### src/common/ramp_stop_consts.svh
`ifndef RAMP_STOP_CONSTS_SVH
`define RAMP_STOP_CONSTS_SVH
// register byte offsets
`define OFS_CFG 8'h00
`define OFS_ARC 8'h04
`define OFS_T1 8'h08
`define OFS_T2 8'h0C
`define OFS_T3 8'h10
`define OFS_SWF 8'h14
`define OFS_DCB 8'h18
`define OFS_BRK 8'h1C
`define OFS_DEAD 8'h20
`define OFS_STAT 8'h24
// reset values
`define RST_CFG 32'h0000_1181
`define RST_ARC 32'h0A0A_0A0A
`define RST_TIME 32'h00C8_00C8
`define RST_SWF 32'h0000_0000
`define RST_DCB 32'h000A_0000
`define RST_BRK 32'h000C_00C8
`define RST_DEAD 32'h0000_0000
// setting limits
`define ARC_MAX 8'h32
`define TIME_MAX 16'h7D00
`define OHM_MIN 16'h000A
`define OHM_MAX 16'h2710
`define KW_MIN 16'h0001
`define KW_MAX 16'h0BB8
`define DEAD_MAX 16'h00FA
`define POL_MAX 3'h4
// timing
`define CLK_PERIOD_NS 5
`define TENTH_S_NS 100000000
`define RAMP_STEP_NS 1000
`define RAMP_STEP_CYCLES (`RAMP_STEP_NS / `CLK_PERIOD_NS)
// bus answers
`define RESP_OKAY 2'h0
`define RESP_SLVERR 2'h2
`endif

### src/common/ramp_stop_pkg.sv
package ramp_stop_pkg;
	typedef enum logic [2:0] {ST_IDLE, ST_RUN, ST_DEAD, ST_DECEL, ST_DCB, ST_COAST} run_type;
	typedef struct packed {
		logic [1:0] mode;
		logic freq_ai1;
		logic curve2;
		logic [1:0] regen_brake_sel;
		logic [2:0] fwd_rev_conflict_policy;
		logic [1:0] stop_pattern_sel;
		logic [1:0] direction_prohibit;
		logic [1:0] ramp_shape_set1;
		logic [1:0] ramp_set_select;
	} cfg_type;
	typedef struct packed {
		logic [7:0] s_upper_arc_pct_set3;
		logic [7:0] s_lower_arc_pct_set3;
		logic [7:0] s_upper_arc_pct_set1;
		logic [7:0] s_lower_arc_pct_set1;
	} arc_type;
	typedef struct packed {
		logic [15:0] decel;
		logic [15:0] accel;
	} times_type;
endpackage : ramp_stop_pkg

### src/rtl/ramp_stop_direction_ctrl.sv
`include "ramp_stop_consts.svh"
`timescale 1ns/1ps
`default_nettype none
module ramp_stop_direction_ctrl import ramp_stop_pkg::*; #(
	parameter int unsigned TENTH_S_CYCLES = `TENTH_S_NS / `CLK_PERIOD_NS
) (
	// clock and reset
	input wire logic CLK,
	input wire logic SRST,
	// axi4-lite write
	input wire logic [7:0] S_AXI_AWADDR,
	input wire logic S_AXI_AWVALID,
	output logic S_AXI_AWREADY,
	input wire logic [31:0] S_AXI_WDATA,
	input wire logic [3:0] S_AXI_WSTRB,
	input wire logic S_AXI_WVALID,
	output logic S_AXI_WREADY,
	output logic [1:0] S_AXI_BRESP,
	output logic S_AXI_BVALID,
	input wire logic S_AXI_BREADY,
	// axi4-lite read
	input wire logic [7:0] S_AXI_ARADDR,
	input wire logic S_AXI_ARVALID,
	output logic S_AXI_ARREADY,
	output logic [31:0] S_AXI_RDATA,
	output logic [1:0] S_AXI_RRESP,
	output logic S_AXI_RVALID,
	input wire logic S_AXI_RREADY,
	// terminal pins
	input wire logic FWD_CMD,
	input wire logic REV_CMD,
	input wire logic JOG_CMD,
	input wire logic RAMP_SEL_FN5,
	input wire logic RAMP_SEL_FN64,
	// drive internals
	input wire logic [1:0] CMD_SOURCE,
	input wire logic [15:0] OUT_FREQ,
	input wire logic REF_ZERO,
	input wire logic MOTOR_STOPPED,
	// ramp outputs
	output logic [1:0] ACTIVE_SET,
	output logic [15:0] ACCEL_TIME,
	output logic [15:0] DECEL_TIME,
	output logic [7:0] LOWER_ARC,
	output logic [7:0] UPPER_ARC,
	output logic [1:0] RAMP_SHAPE,
	// run outputs
	output logic RUN_FWD,
	output logic RUN_REV,
	output logic RAMP_STOP,
	output logic COAST,
	output logic DC_BRAKE,
	// braking outputs
	output logic REGEN_EN,
	output logic RES_PROTECT,
	output logic [15:0] BRK_OHMS,
	output logic [15:0] BRK_POWER
);
	// ==========================================
	// helpers
	function automatic logic [15:0] clamp16(input logic [15:0] v, input logic [15:0] lo,
		input logic [15:0] hi);
		clamp16 = (v < lo) ? lo : ((v > hi) ? hi : v);
	endfunction : clamp16

	function automatic logic [31:0] merge(input logic [31:0] old, input logic [31:0] nw,
		input logic [3:0] strb);
		merge = old;
		for (int i = 0; i < 4; i++) begin
			if (strb[i]) begin
				merge[i*8 +: 8] = nw[i*8 +: 8];
			end
		end
	endfunction : merge

	function automatic logic [7:0] arc(input logic [7:0] v);
		arc = (v > `ARC_MAX) ? `ARC_MAX : v;
	endfunction : arc

	function automatic logic [31:0] tclamp(input logic [31:0] v);
		tclamp = {clamp16(v[31:16], 16'h0000, `TIME_MAX), clamp16(v[15:0], 16'h0000, `TIME_MAX)};
	endfunction : tclamp

	// ==========================================
	// state
	typedef struct packed {
		logic [3:0] s5, s64, sfwd, srev, sjog;
		logic awready, wready, bvalid, arready, rvalid;
		logic [1:0] bresp, rresp;
		logic [31:0] rdata;
		logic aw_held, w_held;
		logic [7:0] awaddr;
		logic [31:0] wdata;
		logic [3:0] wstrb;
		cfg_type cfg;
		arc_type arcs;
		times_type t1, t2, t3;
		logic [31:0] swf, dcb, brk;
		logic [7:0] dead;
		logic [15:0] step_cnt;
		logic [1:0] set;
		logic fwd_d, rev_d, first_rev, last_rev;
		run_type run;
		logic dir_rev, coast_src;
		logic [31:0] pre_cnt;
		logic [15:0] tenths;
		logic [1:0] o_set;
		logic [15:0] o_acc, o_dec;
		logic [7:0] o_lo, o_hi;
		logic [1:0] o_shape;
		logic o_fwd, o_rev, o_stop, o_coast, o_dcb, o_regen, o_prot;
		logic [15:0] o_ohm, o_kw;
	} state_type;

	state_type q, d;

	// filtered terminal levels: a change counts once stages 2 and 3 agree
	logic f5, f64, ffwd, frev, fjog;
	logic [1:0] want_set;
	logic cmd_fwd, cmd_rev, want_run, want_rev, dcb_ok, tenth_tick, skip_dead;
	logic [15:0] swa, swb;

	// ==========================================
	// ramp set selection and command settle
	always_comb begin
		swa = q.swf[15:0];
		swb = q.swf[31:16];
		want_set = 2'h1;
		unique case (q.cfg.mode)
			2'h0: want_set = (q.cfg.ramp_set_select == 2'h0) ? 2'h1 : q.cfg.ramp_set_select;
			2'h1: begin
				if (swb != 16'h0000 && OUT_FREQ > swb) begin
					want_set = 2'h3;
				end else if (swa != 16'h0000 && OUT_FREQ > swa) begin
					want_set = 2'h2;
				end
			end
			2'h2: want_set = f64 ? 2'h3 : (f5 ? 2'h2 : 2'h1);
			2'h3: begin
				if (OUT_FREQ > swb) begin
					want_set = 2'h3;
				end else if (OUT_FREQ <= swa) begin
					want_set = f5 ? 2'h2 : 2'h1;
				end else begin
					want_set = f5 ? 2'h1 : 2'h2;
				end
			end
		endcase
		// both commands: policy decides, 4 is taken as forward
		cmd_fwd = ffwd;
		cmd_rev = frev;
		if (ffwd && frev) begin
			unique case (q.cfg.fwd_rev_conflict_policy)
				3'h0: cmd_fwd = 1'b0;
				3'h1: begin
					cmd_fwd = 1'b0;
					cmd_rev = 1'b0;
				end
				3'h2: cmd_fwd = !q.first_rev;
				3'h3: cmd_fwd = !q.last_rev;
				default: cmd_rev = 1'b0;
			endcase
			if (q.cfg.fwd_rev_conflict_policy >= 3'h2) begin
				cmd_rev = !cmd_fwd;
			end
		end
		if (q.cfg.direction_prohibit == 2'h1) begin
			cmd_rev = 1'b0;
		end
		if (q.cfg.direction_prohibit == 2'h2) begin
			cmd_fwd = 1'b0;
		end
		want_run = cmd_fwd || cmd_rev;
		// curve 2 keeps direction at 0 Hz, elsewhere the command rules
		want_rev = (q.cfg.freq_ai1 && q.cfg.curve2 && REF_ZERO) ? q.dir_rev : cmd_rev;
		skip_dead = fjog || (q.cfg.freq_ai1 && q.cfg.curve2) || q.dead == 8'h00;
		dcb_ok = q.dcb[15:0] != 16'h0000 && q.dcb[31:16] != 16'h0000;
		tenth_tick = q.pre_cnt == 32'(TENTH_S_CYCLES - 1);
	end

	assign f5 = q.s5[3];
	assign f64 = q.s64[3];
	assign ffwd = q.sfwd[3];
	assign frev = q.srev[3];
	assign fjog = q.sjog[3];

	// ==========================================
	// next state
	always_comb begin
		d = q;
		// three-stage synchronisers, level taken when stages 2 and 3 agree
		d.s5 = {(q.s5[2] == q.s5[1]) ? q.s5[2] : q.s5[3], q.s5[1], q.s5[0], RAMP_SEL_FN5};
		d.s64 = {(q.s64[2] == q.s64[1]) ? q.s64[2] : q.s64[3], q.s64[1], q.s64[0],
			RAMP_SEL_FN64};
		d.sfwd = {(q.sfwd[2] == q.sfwd[1]) ? q.sfwd[2] : q.sfwd[3], q.sfwd[1], q.sfwd[0],
			FWD_CMD};
		d.srev = {(q.srev[2] == q.srev[1]) ? q.srev[2] : q.srev[3], q.srev[1], q.srev[0],
			REV_CMD};
		d.sjog = {(q.sjog[2] == q.sjog[1]) ? q.sjog[2] : q.sjog[3], q.sjog[1], q.sjog[0],
			JOG_CMD};
		// arrival order of the two direction commands
		d.fwd_d = ffwd;
		d.rev_d = frev;
		if (ffwd && !q.fwd_d && !(frev && !q.rev_d)) begin
			d.last_rev = 1'b0;
			if (!frev) begin
				d.first_rev = 1'b0;
			end
		end
		if (frev && !q.rev_d && !(ffwd && !q.fwd_d)) begin
			d.last_rev = 1'b1;
			if (!ffwd) begin
				d.first_rev = 1'b1;
			end
		end
		// write channel: address and data taken in either order
		if (S_AXI_AWVALID && q.awready) begin
			d.aw_held = 1'b1;
			d.awaddr = S_AXI_AWADDR;
		end
		if (S_AXI_WVALID && q.wready) begin
			d.w_held = 1'b1;
			d.wdata = S_AXI_WDATA;
			d.wstrb = S_AXI_WSTRB;
		end
		if (q.bvalid && S_AXI_BREADY) begin
			d.bvalid = 1'b0;
		end
		if (q.aw_held && q.w_held && !q.bvalid) begin
			d.aw_held = 1'b0;
			d.w_held = 1'b0;
			d.bvalid = 1'b1;
			d.bresp = `RESP_OKAY;
			// out-of-range settings are clamped, not refused
			unique case (q.awaddr)
				`OFS_CFG: d.cfg = cfg_type'(merge(32'(q.cfg), q.wdata, q.wstrb));
				`OFS_ARC: begin
					d.arcs = arc_type'(merge(q.arcs, q.wdata, q.wstrb));
					d.arcs.s_lower_arc_pct_set1 = arc(d.arcs.s_lower_arc_pct_set1);
					d.arcs.s_upper_arc_pct_set1 = arc(d.arcs.s_upper_arc_pct_set1);
					d.arcs.s_lower_arc_pct_set3 = arc(d.arcs.s_lower_arc_pct_set3);
					d.arcs.s_upper_arc_pct_set3 = arc(d.arcs.s_upper_arc_pct_set3);
				end
				`OFS_T1: d.t1 = times_type'(tclamp(merge(q.t1, q.wdata, q.wstrb)));
				`OFS_T2: d.t2 = times_type'(tclamp(merge(q.t2, q.wdata, q.wstrb)));
				`OFS_T3: d.t3 = times_type'(tclamp(merge(q.t3, q.wdata, q.wstrb)));
				`OFS_SWF: d.swf = merge(q.swf, q.wdata, q.wstrb);
				`OFS_DCB: d.dcb = merge(q.dcb, q.wdata, q.wstrb);
				`OFS_BRK: begin
					d.brk = merge(q.brk, q.wdata, q.wstrb);
					d.brk[15:0] = clamp16(d.brk[15:0], `OHM_MIN, `OHM_MAX);
					d.brk[31:16] = clamp16(d.brk[31:16], `KW_MIN, `KW_MAX);
				end
				`OFS_DEAD: d.dead = 8'(clamp16(16'(merge(32'(q.dead), q.wdata,
					q.wstrb) & 32'h0000_00FF), 16'h0000, `DEAD_MAX));
				default: d.bresp = `RESP_SLVERR;
			endcase
		end
		if (d.cfg.fwd_rev_conflict_policy > `POL_MAX) begin
			d.cfg.fwd_rev_conflict_policy = `POL_MAX;
		end
		d.awready = !d.aw_held && !d.bvalid;
		d.wready = !d.w_held && !d.bvalid;
		// read channel, one outstanding
		if (q.rvalid && S_AXI_RREADY) begin
			d.rvalid = 1'b0;
		end
		if (S_AXI_ARVALID && q.arready) begin
			d.rvalid = 1'b1;
			d.rresp = `RESP_OKAY;
			unique case (S_AXI_ARADDR)
				`OFS_CFG: d.rdata = 32'(q.cfg);
				`OFS_ARC: d.rdata = q.arcs;
				`OFS_T1: d.rdata = q.t1;
				`OFS_T2: d.rdata = q.t2;
				`OFS_T3: d.rdata = q.t3;
				`OFS_SWF: d.rdata = q.swf;
				`OFS_DCB: d.rdata = q.dcb;
				`OFS_BRK: d.rdata = q.brk;
				`OFS_DEAD: d.rdata = 32'(q.dead);
				`OFS_STAT: d.rdata = {16'h0000, 5'h00, 3'(q.run), q.o_dcb, q.o_coast,
					q.o_stop, q.o_rev, q.o_fwd, q.dir_rev, q.set};
				default: begin
					d.rdata = 32'h0000_0000;
					d.rresp = `RESP_SLVERR;
				end
			endcase
		end
		d.arready = !d.rvalid;
		// ramp set latched on step boundaries so the rate never glitches
		d.step_cnt = q.step_cnt + 16'h0001;
		if (q.step_cnt == 16'(`RAMP_STEP_CYCLES - 1)) begin
			d.step_cnt = 16'h0000;
			d.set = want_set;
		end
		// tenth-second time base for dead time and dc braking
		d.pre_cnt = tenth_tick ? 32'h0000_0000 : q.pre_cnt + 32'h0000_0001;
		if (tenth_tick && q.tenths != 16'h0000) begin
			d.tenths = q.tenths - 16'h0001;
		end
		// run sequencer
		unique case (q.run)
			ST_IDLE: begin
				if (want_run) begin
					d.run = ST_RUN;
					d.dir_rev = want_rev;
				end
			end
			ST_RUN: begin
				d.coast_src = (q.cfg.stop_pattern_sel == 2'h1 && CMD_SOURCE == 2'h0) ||
					(q.cfg.stop_pattern_sel == 2'h2 && CMD_SOURCE == 2'h1) ||
					(q.cfg.stop_pattern_sel == 2'h3 && CMD_SOURCE == 2'h2);
				if (!want_run) begin
					d.run = d.coast_src ? ST_COAST : ST_DECEL;
				end else if (want_rev != q.dir_rev) begin
					d.dir_rev = want_rev;
					if (!skip_dead) begin
						d.run = ST_DEAD;
						d.tenths = 16'(q.dead);
						d.pre_cnt = 32'h0000_0000;
					end
				end
			end
			ST_DEAD: begin
				if (!want_run) begin
					d.run = ST_DECEL;
				end else if (q.tenths == 16'h0000) begin
					d.run = ST_RUN;
				end
			end
			ST_DECEL: begin
				if (q.cfg.stop_pattern_sel == 2'h0 && dcb_ok && OUT_FREQ <= q.dcb[15:0]) begin
					d.run = ST_DCB;
					d.tenths = q.dcb[31:16];
					d.pre_cnt = 32'h0000_0000;
				end else if (MOTOR_STOPPED) begin
					d.run = ST_IDLE;
				end
			end
			ST_DCB: begin
				if (q.tenths == 16'h0000) begin
					d.run = ST_IDLE;
				end
			end
			ST_COAST: begin
				if (MOTOR_STOPPED) begin
					d.run = ST_IDLE;
				end
			end
		endcase
		// registered outputs
		d.o_set = q.set;
		d.o_acc = (q.set == 2'h3) ? q.t3.accel : ((q.set == 2'h2) ? q.t2.accel : q.t1.accel);
		d.o_dec = (q.set == 2'h3) ? q.t3.decel : ((q.set == 2'h2) ? q.t2.decel : q.t1.decel);
		d.o_lo = (q.set == 2'h3) ? q.arcs.s_lower_arc_pct_set3 : q.arcs.s_lower_arc_pct_set1;
		d.o_hi = (q.set == 2'h3) ? q.arcs.s_upper_arc_pct_set3 : q.arcs.s_upper_arc_pct_set1;
		d.o_shape = (q.set == 2'h1) ? q.cfg.ramp_shape_set1 : 2'h0;
		d.o_fwd = (q.run == ST_RUN) && !q.dir_rev;
		d.o_rev = (q.run == ST_RUN) && q.dir_rev;
		d.o_stop = (q.run == ST_DECEL) || (q.run == ST_DEAD);
		d.o_coast = q.run == ST_COAST;
		d.o_dcb = q.run == ST_DCB;
		d.o_regen = q.cfg.regen_brake_sel != 2'h0;
		d.o_prot = q.cfg.regen_brake_sel == 2'h1;
		d.o_ohm = q.brk[15:0];
		d.o_kw = q.brk[31:16];
		if (SRST) begin
			d = '0;
			d.cfg = cfg_type'(`RST_CFG);
			d.arcs = `RST_ARC;
			d.t1 = `RST_TIME;
			d.t2 = `RST_TIME;
			d.t3 = `RST_TIME;
			d.swf = `RST_SWF;
			d.dcb = `RST_DCB;
			d.brk = `RST_BRK;
			// braking copies show the defaults at once, not zero
			d.o_ohm = d.brk[15:0];
			d.o_kw = d.brk[31:16];
			d.dead = 8'(`RST_DEAD);
			d.set = 2'h1;
			d.o_set = 2'h1;
			d.run = ST_IDLE;
		end
	end

	// ==========================================
	// one register for all state
	always_ff @(posedge CLK) begin
		q <= d;
	end

	assign S_AXI_AWREADY = q.awready;
	assign S_AXI_WREADY = q.wready;
	assign S_AXI_BRESP = q.bresp;
	assign S_AXI_BVALID = q.bvalid;
	assign S_AXI_ARREADY = q.arready;
	assign S_AXI_RDATA = q.rdata;
	assign S_AXI_RRESP = q.rresp;
	assign S_AXI_RVALID = q.rvalid;
	assign ACTIVE_SET = q.o_set;
	assign ACCEL_TIME = q.o_acc;
	assign DECEL_TIME = q.o_dec;
	assign LOWER_ARC = q.o_lo;
	assign UPPER_ARC = q.o_hi;
	assign RAMP_SHAPE = q.o_shape;
	assign RUN_FWD = q.o_fwd;
	assign RUN_REV = q.o_rev;
	assign RAMP_STOP = q.o_stop;
	assign COAST = q.o_coast;
	assign DC_BRAKE = q.o_dcb;
	assign REGEN_EN = q.o_regen;
	assign RES_PROTECT = q.o_prot;
	assign BRK_OHMS = q.o_ohm;
	assign BRK_POWER = q.o_kw;
endmodule : ramp_stop_direction_ctrl
`default_nettype wire

### config.mk
export PLATFORM = sky130hd
export DESIGN_NAME = ramp_stop_direction_ctrl
export DESIGN_NICKNAME = d
export VERILOG_FILES = /design/src/common/ramp_stop_pkg.sv /design/src/rtl/ramp_stop_direction_ctrl.sv
export VERILOG_INCLUDE_DIRS = /design/src /design/src/common
export SDC_FILE = /design/constraint.sdc
export NUM_CORES = 1
export LEC_CHECK = 0
export BUFFER_PORTS_ARGS = -buffer_cell sky130_fd_sc_hd__buf_2
export CAP_MARGIN = 20
export CELL_PAD_IN_SITES_DETAIL_PLACEMENT = 1
export CELL_PAD_IN_SITES_GLOBAL_PLACEMENT = 2
export CORE_MARGIN = 3
export CORE_UTILIZATION = 37
export DETAILED_ROUTE_END_ITERATION = 8
export PLACE_DENSITY_LB_ADDON = 0.1
export SKIP_CTS_REPAIR_TIMING = 1
export SYNTH_ARGS = -nofsm -noshare
export SYNTH_HDL_FRONTEND = slang
export SYNTH_SLANG_ARGS = --single-unit
### constraint.sdc
create_clock -name CLK -period 2.8 [get_ports CLK]
set_input_delay 0.14 -clock CLK [delete_from_list [all_inputs] [get_ports CLK]]
set_output_delay 0.14 -clock CLK [all_outputs]
set_load 0.01 [all_outputs]
# ---- After elaboration in Yosys (flattened, before gate mapping)
# Cells that the tools add are included.
dict set report classes {
  n_addsub 3
  order_cmp 28
  n_eq_ne 54
  muxes 164
  bitwise_logic 1
  reduce_logical 90
}
# cell count
set op_table {}
lappend op_table {{2-to-1 mux 8 bit} 81}
lappend op_table {{2-to-1 mux 16 bit} 21}
lappend op_table {{one-hot mux 32 bit (10 select lines)} 1}
lappend op_table {{2-to-1 mux 32 bit} 8}
lappend op_table {{2-to-1 mux 243 bit} 1}
lappend op_table {{2-to-1 mux 48 bit} 4}
lappend op_table {{< comparator 16 x 1 -> 1 bit (second input constant)} 7}
lappend op_table {{greater-than comparator 16 x 15 -> 1 bit (second input constant)} 6}
lappend op_table {{one-hot mux 48 bit (2 select lines)} 1}
lappend op_table {{nonzero test 16 bit} 5}
lappend op_table {{== test 8 x 5 -> 1 bit (second input constant)} 8}
lappend op_table {{AND reduction 3 bit} 11}
lappend op_table {{adder 32 x 1 -> 32 bit (second input constant)} 1}
lappend op_table {{== test 32 x 25 -> 1 bit (second input constant)} 1}
lappend op_table {{== test 8 x 4 -> 1 bit (second input constant)} 4}
lappend op_table {{greater-than comparator 16 bit} 2}
lappend op_table {{greater-than comparator 8 x 6 -> 1 bit (second input constant)} 4}
lappend op_table {{<= comparator 16 bit} 2}
lappend op_table {{2-to-1 mux 3 bit} 10}
lappend op_table {{logical AND 1 bit} 27}
lappend op_table {{2-to-1 mux 2 bit} 13}
lappend op_table {{== test 8 x 6 -> 1 bit (second input constant)} 3}
lappend op_table {{logical NOT 8 bit} 3}
lappend op_table {{one-hot mux 3 bit (6 select lines)} 1}
lappend op_table {{40 further kinds} 115}
dict set report word_totals {
  register_bits 521
  inputBits 84
  output_inout_bits 132
  word_cells 419
}

# ---- Depth between registers and ports, before layout
dict set report depth {
  word_depth 13
  depth_mapped 10
  depth_no_buf 9
}

# ---- Least setup slack after synthesis
# No wires, ideal clock.
dict set report synth_path {
  path_type {register to register}
  from {reg q[221] in the netlist's numbering}
  to {reg q[115] in the netlist's numbering}
  setup_time_ps 65
  arrival_ps 2385
  required_ps 2735
  slack_ps 350
  stages_incl_launch_ff 11
  path_buffers 1
  synth_period_minus_slack_ps 2450
  path_cell_list {dfxtp_1 -> inv_1 -> ha_1 -> nand4_1 -> or3_1 -> a21o_1 -> a31oi_1 -> o211ai_1 -> or2_2 -> clkbuf_1 -> nor2_1}
}
dict set report synth_via {
  elab_chain_cells 6
  word_cells_on_any_way 7
  cone_classes {1 x order compare; 2 x mux; 4 x reduce/logical}
}
# item line_no
set synth_lines {}
lappend synth_lines {{start: declaration} ramp_stop_direction_ctrl.sv:115} ;# state_type q, d;
lappend synth_lines {{start signal: assignment} ramp_stop_direction_ctrl.sv:390} ;# q <= d;
lappend synth_lines {{branches (longest 3 deep; another with <= comparator 16 bit)} --}
lappend synth_lines {{logical AND 1 bit *} ramp_stop_direction_ctrl.sv:332} ;# if (q.cfg.stop_pattern_sel == 2'h0 && dcb_ok && OUT_FREQ <= q.dcb[15:0]) begin
lappend synth_lines {{2-to-1 mux 48 bit *} ramp_stop_direction_ctrl.sv:332}
lappend synth_lines {{one-hot mux 48 bit (2 select lines) *} ramp_stop_direction_ctrl.sv:302} ;# unique case (q.run)
# Every way passes the cells marked *.
# A chain may end at the register's enable or synchronous reset.

# ---- Worst setup path after layout
dict set report layout_path {
  from {reg q[269] in the netlist's numbering}
  to {reg q[148] in the netlist's numbering}
}
dict set report layout_via {
  elab_chain_cells 4
  word_cells_on_any_way 6
  cone_classes {1 x order compare; 3 x mux; 2 x reduce/logical}
}
# item line_no
set layout_lines {}
lappend layout_lines {{greater-than comparator 16 bit or nonzero test 16 bit (tied branches)} {ramp_stop_direction_ctrl.sv:132, ramp_stop_direction_ctrl.sv:140}}
lappend layout_lines {{logical AND 1 bit} ramp_stop_direction_ctrl.sv:132} ;# if (swb != 16'h0000 && OUT_FREQ > swb) begin
lappend layout_lines {{2-to-1 mux 2 bit} ramp_stop_direction_ctrl.sv:132}
lappend layout_lines {{one-hot mux 2 bit (4 select lines) *} ramp_stop_direction_ctrl.sv:129} ;# unique case (q.cfg.mode)
# Every way passes the cells marked *; elsewhere a longest branch is shown, timed or not.

==> out/metrics.cfg <==
[sta]
period_share_pct=95.3
finalHoldViolCount=1
worst_hold_slack_ps=-15.2
fmaxAchievable_ghz=0.375
period_needed_ps=2670
drv_slew=0
worstMarginPinSlew_ps=797
finalSetupViolCount=0
relSlewSlack_pct=46.7
finClkSkew_ps=28.8

[synth]
yosysWarnings=0
synth_edf_count=0
ys_types=85
avgSynthCellArea_sq_um=8.53
syn_area_sq_um=24500
synthArstFlopShare_pct=0
seq_area_frac_synth_pct=42.4
ys_ff_latch=519
synthCells=2871
synth_flop_cell=dfxtp_1

[setup_path]
max_stage_delay_ps=530
cp-start-kind=flop
crit_chain=inv_1 -> ha_1 -> nand4_1 -> or4_1 -> or2_2 -> o31ai_2 -> o21ai_1 -> o31a_1 -> a211o_1
path_max_fanout=4
crit_type=flop to flop
worstRegToRegCells=9
r2r-start=q[269]
arrival_ps=3160
r2r-end=q[148]
critPathCaptureType=flop
required_ps=3290
slowest_stage=or4_1
worst-r2r-setup-slack_ps=130

[route]
drc=0
vias=23317
drtAntennaViolNets=0
wl_microns=104000
viasPerCell=5.87
first_iter_violations=2197
post_drt_wl_per_cell_microns=26.1
first_pass_iters=6

[power]
p_leak_nw=11.6
vdd_ir_drop_max_v=0.000428
power.density_nw_per_um2=564
total_power_mw=16.4

[place]
gp_congestion=0.927
io_buffers=213
place_area_sq_um=26500
hpwl_microns=77600

[cells_and_area]
final_common_cell=dfxtp_1
drive_gt1_share_pct=17.1
area_growth_pct=18.5
final_cell_mix=510 x dfxtp_1, 311 x nor2_1, 254 x nand2_1
fin_area_sq_um=29000
finalNetCount=3206

[global_route]
antenna_found_initial=1
grt_usage_pct=28.8
grt_pass1_vias=23354
grt_overflow=0
grt_max_degree=122
grt_pass1_wl_microns=154000

[clock_network]
cts.sinks=519
clk_latency_ps=630
numCtsBuffers=58
clk_path_buf_depth=3
clkTransAtPathRegs_ps=60
cts_tree=built
root_buffer=clkbuf_16
htree_levels=2

[floorplanning]
core_area_sq_um=64900
start_util_pct=37.7
num_rows=93
die_h_microns=263
die-area_sq_um=69300
die_x_microns=263
num_io_pins=216

[min_path]
min_from=S_AXI_ARADDR[6]
holdPathStages=5
hold_path_class=input port to flop
hold_end=S_AXI_RRESP[1]

[outcome]
violations=negative hold slack
outcome=finished with violations

[job]
maxCapViolations=0

cell usage after synthesis (20+ instances only):
master | count | area share, %
nor2_1 | 319 | 4.9
nand2_1 | 254 | 3.9
a31oi_1 | 27 | 0.69
a211oi_1 | 45 | 1.4
buf_4 | 121 | 3.7
ha_1 | 54 | 2.8
a221o_1 | 24 | 0.98
a21oi_1 | 179 | 3.7
o21ai_0 | 79 | 1.6
clkbuf_1 | 158 | 2.4
nor3_1 | 42 | 0.86
dfxtp_1 | 519 | 42
nand4_1 | 37 | 0.95
mux2i_1 | 121 | 4.9
xor2_1 | 36 | 1.3
nor4_1 | 41 | 1.0
o32ai_1 | 27 | 0.97
a221oi_1 | 32 | 1.1
inv_1 | 129 | 2.0
nand3_1 | 84 | 1.7
nor2b_1 | 56 | 1.4
and3_1 | 34 | 0.87
a22oi_1 | 110 | 3.4
xnor2_1 | 20 | 0.72
metrics by stage:
stage / cells / hold slack [ps] / setup slack [ps] / utilization (%) / TNS, ps
floorplan: 2872 / 268 / 350 / - / 0
global placement: 3807 / 352 / 21.3 / 40.8 / 0
detailed placement: 3807 / 358 / -79.0 / 40.8 / -635
CTS: 3913 / -300 / -94.7 / 43.8 / -1010
global route: 3969 / 34.2 / -3.75 / 44.7 / -3.75
finish: 3971 / -15.2 / 132 / 44.7 / 0
metal layers:
layer  vias to the layer above  GRT usage, %  routed length, microns
met5                         -             0                       0
met4                         0          7.81                    2820
met3                       132          5.77                    8020
met2                       895          44.0                   44900
met1                     11685          41.3                   48000
li1                      10605             -                       -
registers in the layout, summed over array words and instances, names as in the netlist, 2 cells and up:
register,cells
BRK_OHMS,16
BRK_POWER,16
RAMP_SHAPE,2
ACTIVE_SET,2
UPPER_ARC,8
S_AXI_RDATA,32
q,384
ACCEL_TIME,16
DECEL_TIME,16
LOWER_ARC,8
logic make-up after synthesis:
family                     Yosys count  share of synthesized area, %
and+or+nand+nor                   1000                          19.8
AOI/OAI and AO/OA                  687                          19.4
DFF                                519                          42.4
buffers and inverters              429                          8.48
muxes                              125                          5.13
xor gates and xnor gates            56                          2.00
adders and majority gates           54                          2.76
other                                1                        0.0153
critical path, delay by kind of cell, from the launching register on:
family,cells,cell delay [ps]
simple gates,3,1000
buf+inv,1,70
compound gates,4,780
flops,1,400
fa+ha+maj,1,300
how the worst max path moves through the flow:
stage	startpoint	end	slack, ps	cells after the start
global placement	q[166]	q[128]	20	8
detailed placement	q[166]	q[112]	-80	8
global route	S_AXI_BVALID	q[196]	-4	7
finish	q[269]	q[148]	130	9
floorplan	q[221]	q[115]	350	10
CTS	q[166]	q[112]	-90	8
cell type report:
cell class                 count  area [sq um]
fill                        7587         35900
tap                          855          1070
clock inverter                19           226
inverter                     129           484
clock buffer                  87          1720
antenna                        2          5.00
timing repair buffer         436          3030
sequential                   519         10400
multi-input combinational   1924         12100
where the power goes:
group          internal (mW)  leakage [nW]  total [mW]  switching (mW)
clock                   4.68         0.967        7.93            3.26
sequential              7.45          4.20        7.51          0.0594
combinational          0.325          6.46       0.924           0.599
total                   12.5          11.6        16.4            3.91
(Power assumes the default switching activity.)
